===== config.mk =====
export PLATFORM = sky130hd
export DESIGN_NAME = cfm_unit
export DESIGN_NICKNAME = d
export VERILOG_FILES = /design/src/design/cfm_pkg.sv /design/src/design/cfm_mem_if.sv /design/src/design/cfm_unit.sv /design/src/design/cfm_char_lane.sv /design/src/design/cfm_mem_port.sv
export SDC_FILE = /design/constraint.sdc
export NUM_CORES = 1
export LEC_CHECK = 0
export BUFFER_PORTS_ARGS = -buffer_cell sky130_fd_sc_hd__buf_4
export CORE_MARGIN = 2
export CORE_UTILIZATION = 35
export CTS_CLUSTER_DIAMETER = 30
export CTS_CLUSTER_SIZE = 14
export DETAILED_ROUTE_END_ITERATION = 10
export PLACE_DENSITY = 0.51
export SETUP_SLACK_MARGIN = 0.05
export SYNTH_ARGS = -nofsm -noshare
export SYNTH_HDL_FRONTEND = slang
export SYNTH_SLANG_ARGS = --single-unit

===== constraint.sdc =====
create_clock -name clk -period 12.65 [get_ports clk]
set_clock_uncertainty 0.05 [all_clocks]
set_input_delay 2.53 -clock clk [delete_from_list [all_inputs] [get_ports clk]]
set_output_delay 2.53 -clock clk [all_outputs]
set_load 0.05 [all_outputs]

===== src/design/cfm_pkg.sv =====
// How it works
// RULE1: Accept operations only from parcel zero.
// RULE2: Ten 6-bit characters per word, any boundary.
// RULE3: Fields start at word address plus offset.
// RULE4: Offset above nine is out of range.
// RULE5: Reference past field length flags out of range.
// RULE6: Length joins low four and high nine bits.
// RULE7: Direct move and compares: seven-bit length, 127.
// RULE8: Indirect move allows up to 8191 characters.
// RULE9: Zero length makes the operation a pass.
// RULE10: Overlapping moves need source above result.
// RULE11: Exchange interrupts while remaining length exceeds 0377.
// RULE12: Indirect descriptor fetched from index plus constant.
// RULE13: Indirect move clears result, skips lower parcels.
// RULE14: Result zero, count, or complemented count.
// RULE15: Collated compare looks up unequal pairs.
// RULE16: Count is pairs not yet compared plus one.
// RULE17: Collating table: eight words from table base.
// RULE18: High bits pick word, low bits pick character.
// RULE19: Uncollated compare uses raw character codes.
// RULE20: Position zero is the most significant character.
package cfm_pkg;
    localparam int WORD_W  = 60;
    localparam int CHAR_W  = 6;
    localparam int CHARS   = 10;
    localparam int ADDR_W  = 18;
    localparam int LEN_W   = 13;
    localparam int POS_W   = 4;
    localparam int LO_W    = 4;
    localparam int HI_W    = 9;
    localparam int HI_DIR_W = 3;

    // Field positions, word and descriptor
    localparam int DA_POS  = 0;
    localparam int DO_POS  = 18;
    localparam int SA_POS  = 22;
    localparam int SO_POS  = 40;
    localparam int LO_POS  = 44;
    localparam int HI_POS  = 48;
    localparam int KJ_POS  = 30;

    localparam logic [POS_W-1:0]  LAST_POS    = 4'h9;
    localparam logic [LEN_W-1:0]  INTR_LIMIT  = 13'h00FF;
    localparam logic [WORD_W-1:0] RESULT_RST  = 60'h000000000000000;
    localparam logic [1:0]        FIRST_PARCEL = 2'h0;

    typedef enum logic [1:0] {
        OP_MOVE_IND,
        OP_MOVE_DIR,
        OP_CMP_COL,
        OP_CMP_UNC
    } cfm_op_t;
endpackage


===== src/design/cfm_mem_if.sv =====
// Request path from the sequencer to the memory port
interface cfm_mem_if;
    logic                        req;
    logic                        we;
    logic [cfm_pkg::ADDR_W-1:0]  addr;
    logic [cfm_pkg::WORD_W-1:0]  wdata;
    logic                        ack;
    logic                        oor;
    logic [cfm_pkg::WORD_W-1:0]  rdata;

    modport unit (output req, output we, output addr, output wdata,
                  input ack, input oor, input rdata);
    modport port (input req, input we, input addr, input wdata,
                  output ack, output oor, output rdata);
endinterface


===== src/design/cfm_unit.sv =====
// Character move and compare sequencer
module cfm_unit (
    input  wire logic                        clk,
    input  wire logic                        reset,
    input  wire logic                        issue,
    input  wire cfm_pkg::cfm_op_t            opcode,
    input  wire logic [1:0]                  parcel,
    input  wire logic [cfm_pkg::WORD_W-1:0]  instrWord,
    input  wire logic [cfm_pkg::ADDR_W-1:0]  indexRegJ,
    input  wire logic [cfm_pkg::ADDR_W-1:0]  collateTableBaseReg,
    input  wire logic [cfm_pkg::ADDR_W-1:0]  programRelativeBase,
    input  wire logic [cfm_pkg::ADDR_W-1:0]  programFieldLength,
    input  wire logic                        exchangeReq,
    output logic                             memReq,
    output logic                             memWrite,
    output logic      [cfm_pkg::ADDR_W-1:0]  memAddr,
    output logic      [cfm_pkg::WORD_W-1:0]  memWdata,
    input  wire logic                        memAck,
    input  wire logic [cfm_pkg::WORD_W-1:0]  memRdata,
    output logic                             busy,
    output logic                             done,
    output logic                             illegalInstr,
    output logic                             outOfRange,
    output logic                             interrupted,
    output logic                             skipLowerParcels,
    output logic      [cfm_pkg::WORD_W-1:0]  compareResultReg
);
    localparam int AW = cfm_pkg::ADDR_W;
    localparam int WW = cfm_pkg::WORD_W;
    localparam int CW = cfm_pkg::CHAR_W;
    localparam int LW = cfm_pkg::LEN_W;
    localparam int PW = cfm_pkg::POS_W;

    typedef enum logic [3:0] {
        S_IDLE,
        S_DESC,
        S_LOADA,
        S_LOADB,
        S_STEP,
        S_TBLA,
        S_TBLB,
        S_WRB
    } cfm_state_t;

    cfm_state_t       state_q, state_d;
    cfm_pkg::cfm_op_t op_q, op_d;
    logic [AW-1:0]    addrA_q, addrA_d, addrB_q, addrB_d;
    logic [PW-1:0]    offA_q, offA_d, offB_q, offB_d;
    logic [LW-1:0]    remain_q, remain_d;
    logic [WW-1:0]    wordA_q, wordA_d, wordB_q, wordB_d;
    logic             aValid_q, aValid_d, bValid_q, bValid_d;
    logic             dirty_q, dirty_d, stop_q, stop_d;
    logic [CW-1:0]    colA_q, colA_d;
    logic [WW-1:0]    result_q, result_d;
    logic             done_q, done_d, oor_q, oor_d, ill_q, ill_d;
    logic             intr_q, intr_d, skip_q, skip_d;
    logic             loadNow, doAdvance, decide, greater;

    cfm_mem_if mem ();

    cfm_mem_port u_port (
        .clk         (clk),
        .reset       (reset),
        .relBase     (programRelativeBase),
        .fieldLength (programFieldLength),
        .cmd         (mem.port),
        .memReq      (memReq),
        .memWrite    (memWrite),
        .memAddr     (memAddr),
        .memWdata    (memWdata),
        .memAck      (memAck),
        .memRdata    (memRdata)
    );

    // Character pickers for both fields and the table word
    wire [CW-1:0] chrA, chrB, colVal;
    wire [WW-1:0] mergedB;
    wire [2:0]    tblIdx = (state_q == S_TBLA) ? chrA[2:0] : chrB[2:0]; // RULE18

    cfm_char_lane #(.CHARS(cfm_pkg::CHARS), .CHAR_W(CW)) u_laneA (
        .word    (wordA_q),
        .pos     (offA_q),
        .newChar ('0),
        .chr     (chrA),
        .merged  ()
    );

    cfm_char_lane #(.CHARS(cfm_pkg::CHARS), .CHAR_W(CW)) u_laneB (
        .word    (wordB_q),
        .pos     (offB_q),
        .newChar (chrA),
        .chr     (chrB),
        .merged  (mergedB)
    );

    cfm_char_lane #(.CHARS(cfm_pkg::CHARS), .CHAR_W(CW)) u_laneT (
        .word    (mem.rdata),
        .pos     ({1'b0, tblIdx}),
        .newChar ('0),
        .chr     (colVal),
        .merged  ()
    );

    // Field decode: descriptor while it arrives, else the instruction word
    wire          inDesc = (state_q == S_DESC);
    wire [WW-1:0] fw     = inDesc ? mem.rdata : instrWord;
    wire          indSel = inDesc;
    wire [AW-1:0] fSa    = fw[cfm_pkg::SA_POS +: AW]; // RULE3
    wire [AW-1:0] fDa    = fw[cfm_pkg::DA_POS +: AW];
    wire [PW-1:0] fSo    = fw[cfm_pkg::SO_POS +: PW];
    wire [PW-1:0] fDo    = fw[cfm_pkg::DO_POS +: PW];
    wire [3:0]    fLo    = fw[cfm_pkg::LO_POS +: cfm_pkg::LO_W];
    wire [8:0]    fHi    = fw[cfm_pkg::HI_POS +: cfm_pkg::HI_W];
    // Direct forms only carry three high bits, so 127 is the ceiling
    wire [8:0]    fHiDir = {6'h00, fHi[cfm_pkg::HI_DIR_W-1:0]}; // RULE7
    wire [LW-1:0] fLen   = {indSel ? fHi : fHiDir, fLo}; // RULE6 RULE8
    wire          badOff = (fSo > cfm_pkg::LAST_POS) || (fDo > cfm_pkg::LAST_POS); // RULE4
    wire [AW-1:0] descAddr = indexRegJ + instrWord[cfm_pkg::KJ_POS +: AW]; // RULE12

    // Step conditions
    wire isMove   = (op_q == cfm_pkg::OP_MOVE_IND) || (op_q == cfm_pkg::OP_MOVE_DIR);
    wire collated = (op_q == cfm_pkg::OP_CMP_COL);
    wire lastA    = (offA_q == cfm_pkg::LAST_POS);
    wire lastB    = (offB_q == cfm_pkg::LAST_POS);
    wire endNow   = (remain_q == '0) || stop_q;
    wire canIntr  = exchangeReq && (remain_q > cfm_pkg::INTR_LIMIT); // RULE11
    wire [WW-1:0] countWord = {{(WW-LW){1'b0}}, remain_q}; // RULE16

    // Memory request is a function of the state alone
    assign mem.req = (state_q != S_IDLE) && (state_q != S_STEP);
    assign mem.we  = (state_q == S_WRB);
    assign mem.wdata = wordB_q;
    always_comb begin
        unique case (state_q)
            S_DESC:  mem.addr = addrA_q;
            S_LOADA: mem.addr = addrA_q;
            S_TBLA:  mem.addr = collateTableBaseReg + AW'(chrA[5:3]); // RULE17 RULE18
            S_TBLB:  mem.addr = collateTableBaseReg + AW'(chrB[5:3]); // RULE17 RULE18
            default: mem.addr = addrB_q;
        endcase
    end

    // Sequencer next-state logic
    always_comb begin
        state_d  = state_q;
        op_d     = op_q;
        addrA_d  = addrA_q;
        addrB_d  = addrB_q;
        offA_d   = offA_q;
        offB_d   = offB_q;
        remain_d = remain_q;
        wordA_d  = wordA_q;
        wordB_d  = wordB_q;
        aValid_d = aValid_q;
        bValid_d = bValid_q;
        dirty_d  = dirty_q;
        stop_d   = stop_q;
        colA_d   = colA_q;
        result_d = result_q;
        done_d   = 1'b0;
        oor_d    = 1'b0;
        ill_d    = 1'b0;
        intr_d   = 1'b0;
        skip_d   = 1'b0;
        loadNow  = 1'b0;
        doAdvance = 1'b0;
        decide   = 1'b0;
        greater  = 1'b0;
        unique case (state_q)
            S_IDLE: begin
                if (issue && parcel != cfm_pkg::FIRST_PARCEL) begin
                    ill_d = 1'b1; // RULE1
                end else if (issue) begin
                    op_d = opcode;
                    if (opcode == cfm_pkg::OP_MOVE_IND) begin
                        addrA_d = descAddr; // RULE12
                        state_d = S_DESC;
                    end else begin
                        loadNow = 1'b1;
                    end
                end
            end
            S_DESC: begin
                if (mem.ack) begin
                    loadNow = 1'b1;
                end
            end
            S_LOADA: begin
                if (mem.ack) begin
                    wordA_d  = mem.rdata;
                    aValid_d = 1'b1;
                    state_d  = S_STEP;
                end
            end
            S_LOADB: begin
                if (mem.ack) begin
                    wordB_d  = mem.rdata;
                    bValid_d = 1'b1;
                    state_d  = S_STEP;
                end
            end
            S_STEP: begin
                if (endNow && dirty_q) begin
                    state_d = S_WRB;
                end else if (endNow) begin
                    done_d  = 1'b1;
                    intr_d  = stop_q;
                    state_d = S_IDLE;
                    if (!stop_q && !isMove) begin
                        result_d = cfm_pkg::RESULT_RST; // RULE14
                    end
                    if (!stop_q && op_q == cfm_pkg::OP_MOVE_IND) begin
                        result_d = cfm_pkg::RESULT_RST; // RULE13
                        skip_d   = 1'b1; // RULE13
                    end
                end else if (canIntr) begin
                    stop_d = 1'b1; // RULE11
                end else if (!aValid_q) begin
                    state_d = S_LOADA;
                end else if (!bValid_q) begin
                    state_d = S_LOADB;
                end else if (isMove) begin
                    // Left to right, one character per step
                    wordB_d   = mergedB; // RULE10
                    dirty_d   = 1'b1;
                    doAdvance = 1'b1;
                    if (lastB) begin
                        state_d = S_WRB;
                    end
                end else if (chrA == chrB) begin
                    doAdvance = 1'b1;
                end else if (collated) begin
                    state_d = S_TBLA; // RULE15
                end else begin
                    decide  = 1'b1; // RULE19
                    greater = chrA > chrB;
                end
            end
            S_TBLA: begin
                if (mem.ack) begin
                    colA_d  = colVal;
                    state_d = S_TBLB;
                end
            end
            S_TBLB: begin
                if (mem.ack && colVal == colA_q) begin
                    doAdvance = 1'b1; // RULE15
                    state_d   = S_STEP;
                end else if (mem.ack) begin
                    decide  = 1'b1;
                    greater = colA_q > colVal;
                end
            end
            S_WRB: begin
                // Whole destination word goes back, other characters kept
                if (mem.ack) begin
                    addrB_d  = addrB_q + 1'b1;
                    bValid_d = 1'b0;
                    dirty_d  = 1'b0;
                    state_d  = S_STEP;
                end
            end
        endcase

        // Walk both fields one position
        if (doAdvance) begin
            remain_d = remain_q - 1'b1;
            offA_d   = lastA ? '0 : offA_q + 1'b1;
            offB_d   = lastB ? '0 : offB_q + 1'b1;
            if (lastA) begin
                addrA_d  = addrA_q + 1'b1;
                aValid_d = 1'b0;
            end
            if (lastB && !isMove) begin
                addrB_d  = addrB_q + 1'b1;
                bValid_d = 1'b0;
            end
        end

        // Unequal pair ends a compare with the signed count
        if (decide) begin
            result_d = greater ? countWord : ~countWord; // RULE14 RULE16
            done_d   = 1'b1;
            state_d  = S_IDLE;
        end

        // Start a field pair from the decoded fields
        if (loadNow && badOff) begin
            oor_d   = 1'b1; // RULE4
            done_d  = 1'b1;
            state_d = S_IDLE;
        end else if (loadNow && fLen == '0) begin
            done_d  = 1'b1; // RULE9
            state_d = S_IDLE;
        end else if (loadNow) begin
            addrA_d  = fSa; // RULE3
            offA_d   = fSo;
            addrB_d  = fDa;
            offB_d   = fDo;
            remain_d = fLen;
            aValid_d = 1'b0;
            bValid_d = 1'b0;
            dirty_d  = 1'b0;
            stop_d   = 1'b0;
            state_d  = S_STEP;
        end

        // Reference past field length aborts midway
        if (mem.oor) begin
            oor_d   = 1'b1; // RULE5
            done_d  = 1'b1;
            dirty_d = 1'b0;
            state_d = S_IDLE;
        end
    end

    // Sequencer registers
    always_ff @(posedge clk or posedge reset) begin
        if (reset) begin
            state_q  <= S_IDLE;
            op_q     <= cfm_pkg::OP_MOVE_DIR;
            addrA_q  <= '0;
            addrB_q  <= '0;
            offA_q   <= '0;
            offB_q   <= '0;
            remain_q <= '0;
            wordA_q  <= '0;
            wordB_q  <= '0;
            aValid_q <= 1'b0;
            bValid_q <= 1'b0;
            dirty_q  <= 1'b0;
            stop_q   <= 1'b0;
            colA_q   <= '0;
            result_q <= cfm_pkg::RESULT_RST;
            done_q   <= 1'b0;
            oor_q    <= 1'b0;
            ill_q    <= 1'b0;
            intr_q   <= 1'b0;
            skip_q   <= 1'b0;
        end else begin
            state_q  <= state_d;
            op_q     <= op_d;
            addrA_q  <= addrA_d;
            addrB_q  <= addrB_d;
            offA_q   <= offA_d;
            offB_q   <= offB_d;
            remain_q <= remain_d;
            wordA_q  <= wordA_d;
            wordB_q  <= wordB_d;
            aValid_q <= aValid_d;
            bValid_q <= bValid_d;
            dirty_q  <= dirty_d;
            stop_q   <= stop_d;
            colA_q   <= colA_d;
            result_q <= result_d;
            done_q   <= done_d;
            oor_q    <= oor_d;
            ill_q    <= ill_d;
            intr_q   <= intr_d;
            skip_q   <= skip_d;
        end
    end

    // Status pulses come from registers and rise on the deciding edge
    assign busy             = (state_q != S_IDLE);
    assign done             = done_q;
    assign outOfRange       = oor_q;
    assign illegalInstr     = ill_q;
    assign interrupted      = intr_q;
    assign skipLowerParcels = skip_q;
    assign compareResultReg = result_q;
endmodule


===== src/design/cfm_char_lane.sv =====
// Picks one character out of a word and merges one into it
module cfm_char_lane #(
    parameter int CHARS  = 10,
    parameter int CHAR_W = 6
) (
    input  wire logic [CHARS*CHAR_W-1:0] word,
    input  wire logic [3:0]              pos,
    input  wire logic [CHAR_W-1:0]       newChar,
    output logic      [CHAR_W-1:0]       chr,
    output logic      [CHARS*CHAR_W-1:0] merged
);
    logic [CHAR_W-1:0] orChain [CHARS+1];

    assign orChain[0] = '0;

    // Position zero sits in the top six bits
    for (genvar i = 0; i < CHARS; i++) begin : g_pos
        localparam int LSB = (CHARS - 1 - i) * CHAR_W; // RULE20
        wire sel = (pos == 4'(i)); // RULE2
        assign merged[LSB +: CHAR_W] = sel ? newChar : word[LSB +: CHAR_W];
        assign orChain[i+1] = orChain[i] | (sel ? word[LSB +: CHAR_W] : '0);
    end

    assign chr = orChain[CHARS];
endmodule


===== src/design/cfm_mem_port.sv =====
// Holds one memory reference at a time and checks it against the field length
module cfm_mem_port (
    input  wire logic                        clk,
    input  wire logic                        reset,
    input  wire logic [cfm_pkg::ADDR_W-1:0]  relBase,
    input  wire logic [cfm_pkg::ADDR_W-1:0]  fieldLength,
    cfm_mem_if.port                          cmd,
    output logic                             memReq,
    output logic                             memWrite,
    output logic      [cfm_pkg::ADDR_W-1:0]  memAddr,
    output logic      [cfm_pkg::WORD_W-1:0]  memWdata,
    input  wire logic                        memAck,
    input  wire logic [cfm_pkg::WORD_W-1:0]  memRdata
);
    logic busy_q;

    // Relative address must lie below the field length
    wire inRange = cmd.addr < fieldLength; // RULE5
    wire accept  = cmd.req && !busy_q;

    // Out of range is answered at once, nothing reaches memory
    assign cmd.oor   = accept && !inRange; // RULE5
    assign cmd.ack   = busy_q && memAck;
    assign cmd.rdata = memRdata;
    assign memReq    = busy_q;

    // Address and data are held steady for the whole reference
    always_ff @(posedge clk or posedge reset) begin
        if (reset) begin
            busy_q   <= 1'b0;
            memWrite <= 1'b0;
            memAddr  <= '0;
            memWdata <= '0;
        end else if (accept && inRange) begin
            busy_q   <= 1'b1;
            memWrite <= cmd.we;
            memAddr  <= relBase + cmd.addr;
            memWdata <= cmd.wdata;
        end else if (memAck) begin
            busy_q   <= 1'b0;
        end
    end
endmodule


Word-level counts from Yosys, hierarchy flattened
Index checks and enable logic that the tools add are counted.
{ "word_totals": {"ff_bits": 338, "latchBits": 0, "ramBits": 0, "romBits": 0, "input_bits": 201, "out_inout_bits": 146, "n_memories": 0} }
{ "classes": {"addsub": 9, "n_mul": 0, "div_mod_pow": 0, "n_lt_le_gt_ge": 6, "eq_ne": 65, "n_shift": 0, "n_mux": 197, "n_bitwise": 27, "reduce_logical": 54} }
{ "op_table": {"columns": ["cell", "n"], "rows": [
  ["$mux W60", 14],
  ["$mux W18", 16],
  ["$mux W6", 38],
  ["$or A6 B6 Y6", 25],
  ["$mux W4", 30],
  ["$pmux W60 S2", 1],
  ["$reduce_and A9 Y1", 10],
  ["$mux W1", 83],
  ["$not A13 Y60", 1],
  ["$mux W57", 1],
  ["$pmux W18 S3", 1],
  ["$mux W13", 4],
  ["$eq A4 B3 Y1 const B", 12],
  ["$add A18 B1 Y18 const B", 2],
  ["$add A18 B18 Y18", 2],
  ["$add A18 B3 Y18", 2],
  ["$ne A12 B12 Y1 const B", 3],
  ["$ne A7 B7 Y1 const B", 4],
  ["$logic_not A13 Y1", 2],
  ["$eq A4 B2 Y1 const B", 6],
  ["$pmux W4 S5", 1],
  ["$lt A18 B18 Y1", 1],
  ["$ne A2 B1 Y1 const B", 9],
  ["$ne A2 B2 Y1 const B", 9],
  ["36 further kinds", 81]
]} }

Longest topological paths before layout
Gate-level depths: netlist of run 1.
{ "depth": {"depth_word": 30, "mapped_depth": 33, "mapped_depth_nobuf": 27} }

Cells and area by module
A second synthesis of run 1 with hierarchy kept.
{ "unflattened": {"hier_cells": 2444, "area_unflattened_um2": 21917.3} }
{ "modules_own_cells": {"columns": ["module", "instances", "cells_each", "area_per_inst_um2", "seq_area_each_um2"], "rows": [
  ["cfm_unit", 1, 1482, 12828.6, 5281.3],
  ["cfm_mem_port", 1, 416, 4802.1, 2001.9],
  ["cfm_char_lane", 3, 182, 1428.9, 0.0]
]} }

Least setup slack after synthesis of run 1
Ideal clock, no wire load.
{ "synth_path": {"path_kind": "input port to flip-flop", "start": "in collateTableBaseReg[0] (netlist bit)", "end": "reg u_port.memWdata[10] (netlist bit)", "setup_time_ns": 0.125, "arrival_time_ns": 5.968, "required_time_ns": 12.475, "path_slack_ns": 6.507, "cell_stages": 21, "path_cell_list": "ha_1 -> inv_1 -> fa_1 -> nor2b_1 -> nor2_1 -> nor2_1 -> nand2_1 -> xor2_1 -> nand2_1 -> o21ai_0 -> o21ai_0 -> ha_1 -> a211oi_1 -> o221ai_1 -> a21oi_1 -> o31ai_1 -> or3_1 -> clkbuf_1 -> buf_6 -> buf_6 -> mux2_4"} }
{ "synth_via": {"elab_chain_cells": 4, "elab_cells_between_ends": 5} }
{ "synth_rtl": {"columns": ["element", "line", "source"], "rows": [
  ["start, declared", "cfm_unit.sv:10", "input wire logic [cfm_pkg::ADDR_W-1:0] collateTableBaseReg,"],
  ["$add A18 B3 Y18, on equally long branches", "cfm_unit.sv:138, cfm_unit.sv:137", null],
  ["$pmux W18 S3 *", "cfm_unit.sv:134", "unique case (state_q)"],
  ["$lt A18 B18 Y1 *", "cfm_mem_port.sv:18", "wire inRange = cmd.addr < fieldLength;"],
  ["$logic_and A1 B1 Y1 *", "cfm_mem_port.sv:34", "end else if (accept && inRange) begin"],
  ["end signal, assigned", "cfm_mem_port.sv:38", "memWdata <= cmd.wdata;"],
  ["end, declared", "cfm_mem_port.sv:11", "output logic [cfm_pkg::WORD_W-1:0] memWdata,"]
]} }
Mark *: on every way between the ends. The rest lies on a longest branch, timed or not.
A chain may end at the register's enable or synchronous reset.

Final worst setup path of run 1
{ "layout_path": {"start": "reg offB_q[2]", "end": "reg u_port.memWdata[57] (netlist bit)"} }
{ "layout_via": {"elab_chain_cells": 15, "elab_cells_between_ends": 33} }
{ "layout_rtl": {"columns": ["element", "line", "source"], "rows": [
  ["start, declared", "cfm_unit.sv:48", "logic [PW-1:0] offA_q, offA_d, offB_q, offB_d;"],
  ["start signal, assigned", "cfm_unit.sv:325", "offB_q <= '0;"],
  ["start signal, assigned", "cfm_unit.sv:346", "offB_q <= offB_d;"],
  ["$eq A4 B1 Y1 or $logic_not A4 Y1 (tied branches)", "cfm_char_lane.sv:19", "wire sel = (pos == 4'(i));"],
  ["$mux W6", "cfm_char_lane.sv:21", "assign orChain[i+1] = orChain[i] | (sel ? word[LSB +: CHAR_W] : '0);"],
  ["$or A6 B6 Y6 (8 in series)", "cfm_char_lane.sv:21", null],
  ["$or A6 B6 Y6 *", "cfm_char_lane.sv:21", null],
  ["$add A18 B3 Y18 *", "cfm_unit.sv:138", "S_TBLB: mem.addr = collateTableBaseReg + AW'(chrB[5:3]);"],
  ["$pmux W18 S3 *", "cfm_unit.sv:134", null],
  ["$lt A18 B18 Y1 *", "cfm_mem_port.sv:18", null],
  ["$logic_and A1 B1 Y1 *", "cfm_mem_port.sv:34", null]
]} }
Marked as above.

==> metrics.md, run 1 <==
| Metric | Value |
|---|---|
| Critical Path, Cell by Cell | `inv_1 -> nand2_1 -> nor2_1 -> a21oi_1 -> o221ai_1 -> inv_1 -> o21ai_0 -> ha_1 -> a21o_1 -> a21oi_1 -> o21ai_0 -> nand3_1 -> o21ai_0 -> o21ai_0 -> ha_1 -> nand4_1 -> o31ai_1 -> a21oi_1 -> o31ai_1 -> or3_4 -> buf_4 -> mux2_2` |
| Relative slew margins | `20.59%` |
| CP Buf/Inv Count | `3` |
| Max Cap Violations | `0` |
| Pwr dens | `320.7 mW/mm²` |
| Share of the synthesized area in the top cell type | `39.34%` |
| Worst-case clock buffer depth | `3` |
| Worst Path Arrival | `8380 ps` |
| Switch Pwr | `3.395 mW` |
| Yosys warning total | `0` |
| CORE AREA | `0.05234 mm²` |
| Post-CTS sizing | `0` |
| Vias in the first global route | `16293` |
| Clock root cell | `clkbuf_16` |
| Hold Path Sink | `u_port.memAddr[5]$_DFFE_PP0P_` |
| Yosys reg bits | `291` |
| Period utilization | `62.97%` |
| Comb pwr share | `49.4%` |
| Worst r2r src | `offB_q[2]$_DFF_PP0_` |
| Filler instances | `5093` |
| Worst Hold Launch | `u_port.memAddr[5]$_DFFE_PP0P_` |
| Final Hold Vio Count | `0` |
| Via-to-Cell Ratio | `5.478` |
| Initial Utilization | `35.24%` |
| DP HPWL | `53.10 mm` |
| WL final | `70.70 mm` |
| Net Sw Frac | `44.12%` |
| Num CTS Buffers | `80` |
| Syn Inst Count | `1976` |
| Internal power | `4.299 mW` |
| Status | `finished clean` |
| Highest clock rate | `125.5 MHz` |
| CP peak stage delay | `750 ps` |
| Syn_area_per_cell | `9.335 µm²` |
| Final setup violating endpoints | `0` |
| Synth Flop Type | `dfrtp_1` |
| WL/cell | `23.51 µm` |
| Die width | `233.6 µm` |
| Clk sinks | `291` |
| Pleak | `11.13 nW` |
| Crit Path Max Fanout | `60` |
| CP top delay family | `compound AO/OA/AOI/OAI gates` |
| Asr flop ratio synth | `100.0%` |
| Placed cell areas | `0.02116 mm²` |
| Hold path depth | `2` |
| CP max-delay cell | `buf_4` |
| Actual slew at the worst max-slew pin | `1185 ps` |
| Post-synth EDFFs | `0` |
| Setup TNS Final | `0 ps` |
| Crit Path Class | `reg -> reg` |
| CP startpoint kind | `flip-flop` |
| First-pass iteration count of the detailed router | `5` |
| Largest cells by area after synthesis | `dfrtp_1, mux2_2, nand2_1` |
| Overflow after GRT | `0` |
| Antenna diodes | `0` |
| Boundary pin count | `347` |
| Initial antenna violation count | `1` |
| H-tree Lvls | `3` |
| Largest net degree at the start of global routing | `170` |
| DRC errors left | `0` |
| Pins Over Slew Limit | `0` |
| CTS tree | `done` |
| Setup Fix Bufs, Post-CTS | `0` |
| GPL Wtd Cong | `0.9088` |
| Post-DRT Antenna Nets | `0` |
| Cell mode on critical path | `o21ai_0` |
| Tightest Hold Check Type | `reg -> reg` |
| Area of the multi-input gates | `0.01015 mm²` |
| Hold slack | `426.6 ps` |
| I/O Buffers | `337` |
| Design area | `0.02399 mm²` |
| Total GRT Usage | `25.32%` |
| Yosys top cell by area | `dfrtp_1` |
| First-pass GRT wire length | `102.3 mm` |
| Die ar. | `0.05456 mm²` |
| RSZ-0062 raised after global routing | `no` |
| Mapped Nets | `2250` |
| Synth cell types | `90` |
| Clock Power Share | `27.4%` |
| Final nets | `2529` |
| Synth-to-Final Area Change | `30.05%` |
| Share of the core filled with cells | `45.84%` |
| DR vias | `16472` |
| Die Ht | `233.6 µm` |
| Layout cell share with drive strength beyond 1 | `29.02%` |
| Post-CTS Hold Fix Bufs | `0` |
| Worst-skew pair later-pin latency | `600 ps` |
| FF+latch area | `0.007283 mm²` |
| Worst Path Required | `13060 ps` |
| Mapped cell area | `0.01845 mm²` |
| Reg2Reg Depth | `22` |
| DR iter-0 viols | `1281` |
| Flop2flop setup slack | `4680 ps` |
| Reg2reg end | `u_port.memWdata[57]$_DFFE_PP0P_` |
| Period minus WS final | `7966 ps` |
| Register area share after synthesis | `39.48%` |
| CP Capture Type | `flip-flop` |
| Share of power burned in registers | `23.2%` |
| Clock transition at path regs | `50 ps` |
| Peak VDD IR | `0.0001325 V` |
| # rows | `84` |
[synthesized netlist by cell type (all sizes together) (12+ instances only)]
cell type / n
a211oi: 14
a21o: 21
a21oi: 96
a221o: 14
a31oi: 37
and3: 27
buf: 87
clkbuf: 71
dfrtp: 290
ha: 70
inv: 48
mux2: 139
mux2i: 46
nand2: 258
nand2b: 21
nand3: 61
nand3b: 14
nand4: 24
nor2: 120
nor2b: 14
nor3: 33
o21a: 15
o21ai: 167
o22ai: 16
o31ai: 35
or3: 12
xnor2: 29
xor2: 48
[state kept, by name (all words and copies together) (netlist names), 2 cells and up]
| register | flops |
|---|---|
| wordA_q | 60 |
| colA_q | 6 |
| addrB_q | 18 |
| u_port.memWdata | 60 |
| op_q | 2 |
| compareResultReg | 14 |
| addrA_q | 18 |
| mem.wdata | 60 |
| u_port.memAddr | 18 |
| remain_q | 13 |
| offA_q | 4 |
| offB_q | 4 |
| state_q | 3 |
[worst max path at each step]
stage	startpoint	end	slack, ps	cells past startpoint
2_1_floorplan	reset	aValid_q$_DFF_PP0_	2040	1
3_3_place_gp	collateTableBaseReg[0]	u_port.memWdata[52]$_DFFE_PP0P_	4910	20
3_5_place_dp	collateTableBaseReg[0]	u_port.memWdata[57]$_DFFE_PP0P_	4860	20
4_1_cts	offB_q[2]$_DFF_PP0_	u_port.memWdata[57]$_DFFE_PP0P_	4830	22
5_1_grt	offB_q[2]$_DFF_PP0_	u_port.memWdata[22]$_DFFE_PP0P_	4380	22
6_report	offB_q[2]$_DFF_PP0_	u_port.memWdata[57]$_DFFE_PP0P_	4680	22
[cells in the final DEF (no fill, tap or decap), types with 15 or more instances in the layout]
cell / n
a21o_1: 21
a21oi_1: 96
a31oi_1: 37
and3_1: 27
buf_4: 354
clkbuf_16: 82
clkbuf_8: 15
clkinv_2: 16
dfrtp_1: 290
ha_1: 70
inv_1: 47
mux2_2: 122
mux2_4: 17
mux2i_1: 45
nand2_1: 258
nand2b_1: 21
nand3_1: 60
nand4_1: 24
nor2_1: 120
nor3_1: 29
o21a_1: 15
o21ai_0: 162
o31ai_1: 35
xnor2_1: 28
xor2_1: 48
[worst register-to-register path: stages (launching register included)]
cell      delay [ps]
dfrtp_1          660
inv_1            340
nand2_1          130
nor2_1           690
a21oi_1          160
o221ai_1         130
inv_1            120
o21ai_0          480
ha_1             340
a21o_1           160
a21oi_1          410
o21ai_0          160
nand3_1          110
o21ai_0          160
o21ai_0          430
ha_1             220
nand4_1          100
o31ai_1          400
a21oi_1          120
o31ai_1          640
or3_4            580
buf_4            790
mux2_2           470
[metrics by stage]
step                      total power, mW  setup WS, ps  instances
after floorplan                     4.571          2038       1976
after global placement              5.510          4910       2861
after detailed placement            5.566          4857       2861
after CTS                           7.703          4834       3007
after global routing                8.133          4385       3007
final                               7.694          4684       3007
[metal layers]
metal | share of wire (%) | GRT usage [%] | routed length [µm]
met1 | 43 | 33.80 | 30530
met2 | 47 | 39.96 | 32940
met3 | 7.4 | 5.786 | 5240
met4 | 2.8 | 9.256 | 1969
met5 | 0.023 | 0 | 16
[layout make-up]
cell class                      instances  share of cell area (%)
Inverter                               48                  0.7823
Clock inverter                         38                   2.201
Clock buffer                          108                   9.586
Multi-Input combinational cell       1479                   42.32
Tap cell                              688                   3.588
Timing Repair Buffer                  355                   11.16
Sequential cell                       291                   30.36
[logic make-up after synthesis]
kind of cell               after synthesis  share of synthesized area (%)
AOI/OAI and AO/OA                      495                          17.14
xor gates and xnor gates                77                          3.697
adders and majority gates               73                          5.074
buffers and inverters                  206                          5.630
DFF                                    291                          39.48
muxes                                  192                          12.20
and+or+nand+nor                        642                          16.77
[power groups by stage]
stage / registers (mW) / clock network (mW) / logic (mW)
4_1_cts: 1.77 / 2.13 / 3.80
2_1_floorplan: 2.05 / 0 / 2.52
5_1_grt: 1.83 / 2.19 / 4.11
3_5_place_dp: 1.79 / 0 / 3.78
3_3_place_gp: 1.77 / 0 / 3.74
6_report: 1.78 / 2.11 / 3.80
No activity file was read; power rests on OpenSTA's default activity.
==> inputs of run 2 (changes only) <==
==> constraint.sdc (replaced) <==
create_clock -name clk -period 7.9 [get_ports clk]
set_clock_uncertainty 0.05 [all_clocks]
set_input_delay 1.58 -clock clk [delete_from_list [all_inputs] [get_ports clk]]
set_output_delay 1.58 -clock clk [all_outputs]
set_load 0.05 [all_outputs]
==> metrics.md, run 2 (same netlist as run 1, synthesis figures left out) <==
| Metric | Value |
|---|---|
| # rows | `84 (unchanged)` |
| Relative slew margins | `11.03% (was 20.59%)` |
| Initial Utilization | `35.24% (unchanged)` |
| Boundary pin count | `347 (unchanged)` |
| Hold slack | `425.6 ps (was 426.6 ps)` |
| Num CTS Buffers | `83 (was 80)` |
| Worst Hold Launch | `u_port.memAddr[8]$_DFFE_PP0P_ (was u_port.memAddr[5]$_DFFE_PP0P_)` |
| CP max-delay cell | `dfrtp_1 (was buf_4)` |
| Worst r2r src | `offA_q[0]$_DFF_PP0_ (was offB_q[2]$_DFF_PP0_)` |
| Post-CTS sizing | `0 (unchanged)` |
| H-tree Lvls | `3 (unchanged)` |
| Final Hold Vio Count | `0 (unchanged)` |
| Final setup margin | `1129 ps (was 4684 ps)` |
| Largest net degree at the start of global routing | `85 (was 170)` |
| Overflow after GRT | `0 (unchanged)` |
| Die Ht | `233.6 µm (unchanged)` |
| Die ar. | `0.05456 mm² (unchanged)` |
| Setup Fix Bufs, Post-CTS | `0 (unchanged)` |
| Post-CTS Hold Fix Bufs | `0 (unchanged)` |
| Tightest Hold Check Type | `reg -> reg (unchanged)` |
| Initial antenna violation count | `4 (was 1)` |
| Layout cell share with drive strength beyond 1 | `29.46% (was 29.02%)` |
| Die width | `233.6 µm (unchanged)` |
| WL/cell | `23.69 µm (was 23.51 µm)` |
| Worst Path Required | `8330 ps (was 13060 ps)` |
| Max Cap Violations | `0 (unchanged)` |
| Reg2reg end | `u_port.memWdata[59]$_DFFE_PP0P_ (was u_port.memWdata[57]$_DFFE_PP0P_)` |
| CP Capture Type | `flip-flop (unchanged)` |
| RSZ-0062 raised after global routing | `no (unchanged)` |
| Hold Path Sink | `u_port.memAddr[8]$_DFFE_PP0P_ (was u_port.memAddr[5]$_DFFE_PP0P_)` |
| Total GRT Usage | `25.72% (was 25.32%)` |
| Finished Layout Cells | `3023 (was 3007)` |
| Reg2Reg Depth | `25 (was 22)` |
| GPL Wtd Cong | `0.9254 (was 0.9088)` |
| Clock root cell | `clkbuf_16 (unchanged)` |
| Crit Path Class | `reg -> reg (unchanged)` |
| Period utilization | `85.71% (was 62.97%)` |
| Filler instances | `5065 (was 5093)` |
| DP HPWL | `53.95 mm (was 53.10 mm)` |
| Status | `finished clean (unchanged)` |
| Switch Pwr | `5.526 mW (was 3.395 mW)` |
| Pleak | `11.19 nW (was 11.13 nW)` |
| Placed cell count | `2870 (was 2861)` |
| I/O Buffers | `337 (unchanged)` |
| Commonest non-fill, non-tap cell in the layout | `buf_4 (unchanged)` |
| Clock Power Share | `27.4% (about the same)` |
| First-pass GRT wire length | `104.3 mm (was 102.3 mm)` |
| CP Buf/Inv Count | `1 (was 3)` |
| CP peak stage delay | `630 ps (was 750 ps)` |
| Peak VDD IR | `0.0002030 V (was 0.0001325 V)` |
| Share of power burned in registers | `23.6% (was 23.2%)` |
| CORE AREA | `0.05234 mm² (unchanged)` |
| Pwr dens | `513.8 mW/mm² (was 320.7 mW/mm²)` |
| CP top delay family | `compound AO/OA/AOI/OAI gates (unchanged)` |
| Setup TNS Final | `0 ps (unchanged)` |
| Hold path depth | `2 (unchanged)` |
| CTS tree | `done (unchanged)` |
| Post-DRT Antenna Nets | `0 (unchanged)` |
| Comb pwr share | `49.0% (was 49.4%)` |
| Worst-skew pair later-pin latency | `620 ps (was 600 ps)` |
| Final setup violating endpoints | `0 (unchanged)` |
| Final nets | `2541 (was 2529)` |
| Pins Over Slew Limit | `0 (unchanged)` |
| Worst-case clock buffer depth | `3 (unchanged)` |
| Internal power | `6.859 mW (was 4.299 mW)` |
| First-pass iteration count of the detailed router | `6 (was 5)` |
| WL final | `71.62 mm (was 70.70 mm)` |
| Vias in the first global route | `16309 (was 16293)` |
| Highest clock rate | `147.7 MHz (was 125.5 MHz)` |
| Via-to-Cell Ratio | `5.568 (was 5.478)` |
| Most frequent cells in the layout | `buf_4, dfrtp_1, nand2_1 (unchanged)` |
| Clock transition at path regs | `40 ps (was 50 ps)` |
| DR vias | `16831 (was 16472)` |
| Net Sw Frac | `44.62% (was 44.12%)` |
| Clk sinks | `291 (unchanged)` |
| Crit Path Max Fanout | `49 (was 60)` |
| CP startpoint kind | `flip-flop (unchanged)` |
| Actual slew at the worst max-slew pin | `1327 ps (was 1185 ps)` |
| Period minus WS final | `6771 ps (was 7966 ps)` |
| Synth-to-Final Area Change | `30.67% (was 30.05%)` |
| Worst Path Arrival | `7200 ps (was 8380 ps)` |
| Antenna diodes | `0 (unchanged)` |
| DP Worst Slack | `1148 ps (was 4857 ps)` |
| Share of the core filled with cells | `46.05% (was 45.84%)` |
| DR iter-0 viols | `1460 (was 1281)` |
| Cell mode on critical path | `a21oi_1 (was o21ai_0)` |
| Flop2flop setup slack | `1130 ps (was 4680 ps)` |
| DRC errors left | `0 (unchanged)` |
[run 2: area by class of cell]
type                       count  area [µm²]  share of cell area (%)
multi-input combinational   1479       10150                   42.13
inverter                      48       183.9                  0.7631
timing repair buffer         364        2745                   11.39
clock buffer                 106        2296                   9.526
clock inverter                47       580.6                   2.409
sequential                   291        7283                   30.22
tap                          688       860.8                   3.571
[run 2: stage by stage]
stage          power, mW  instance area (µm²)
4_1_cts            12.39                24100
5_1_grt            13.10                24100
2_1_floorplan      7.321                18450
3_5_place_dp       8.955                21230
6_report           12.38                24100
3_3_place_gp       8.867                21230
[run 2: worst max-delay path by stage]
stage | from | end | slack [ps] | cells after the start
final | offA_q[0]$_DFF_PP0_ | u_port.memWdata[59]$_DFFE_PP0P_ | 1130 | 25
after floorplan | offA_q[1]$_DFF_PP0_ | u_port.memWdata[10]$_DFFE_PP0P_ | 2370 | 28
after global routing | offA_q[0]$_DFF_PP0_ | u_port.memWdata[57]$_DFFE_PP0P_ | 600 | 25
after CTS | offA_q[0]$_DFF_PP0_ | u_port.memWdata[38]$_DFFE_PP0P_ | 1120 | 25
after global placement | offA_q[0]$_DFF_PP0_ | u_port.memWdata[50]$_DFFE_PP0P_ | 1210 | 25
after detailed placement | offA_q[0]$_DFF_PP0_ | u_port.memWdata[54]$_DFFE_PP0P_ | 1150 | 25
[run 2: worst reg2reg max path, stage by stage (launching register included)]
cell      delay (ps)
dfrtp_1          630
nor2b_1          330
a221oi_1         330
a21oi_1           80
a221oi_1         490
o22ai_1          230
nand2_1          100
o21ai_0          200
ha_1             340
a21o_1           170
a21oi_1          420
nor2_1           200
nand2_1          120
xor2_1           150
nand2_1           60
o21ai_0          150
o21ai_0          170
ha_1             330
a21o_1           110
a21oi_1           60
o221ai_1         160
a21oi_1           70
o31ai_1          540
or3_4            410
buf_12           310
mux2_2           430
[run 2: metal layers]
metal	share of wire, %	vias up	GRT usage, %
li1	-	7739	-
met1	45	8330	35.59
met2	46	646	40.05
met4	3.1	2	9.573
met5	0.018	-	0
met3	6.4	114	4.504
[run 2: power groups by stage]
stage	clock, mW	combinational [mW]	sequential [mW]
2_1_floorplan	0	4.04	3.28
3_3_place_gp	0	5.96	2.91
3_5_place_dp	0	6.03	2.93
4_1_cts	3.42	6.05	2.92
5_1_grt	3.52	6.56	3.02
6_report	3.39	6.07	2.93
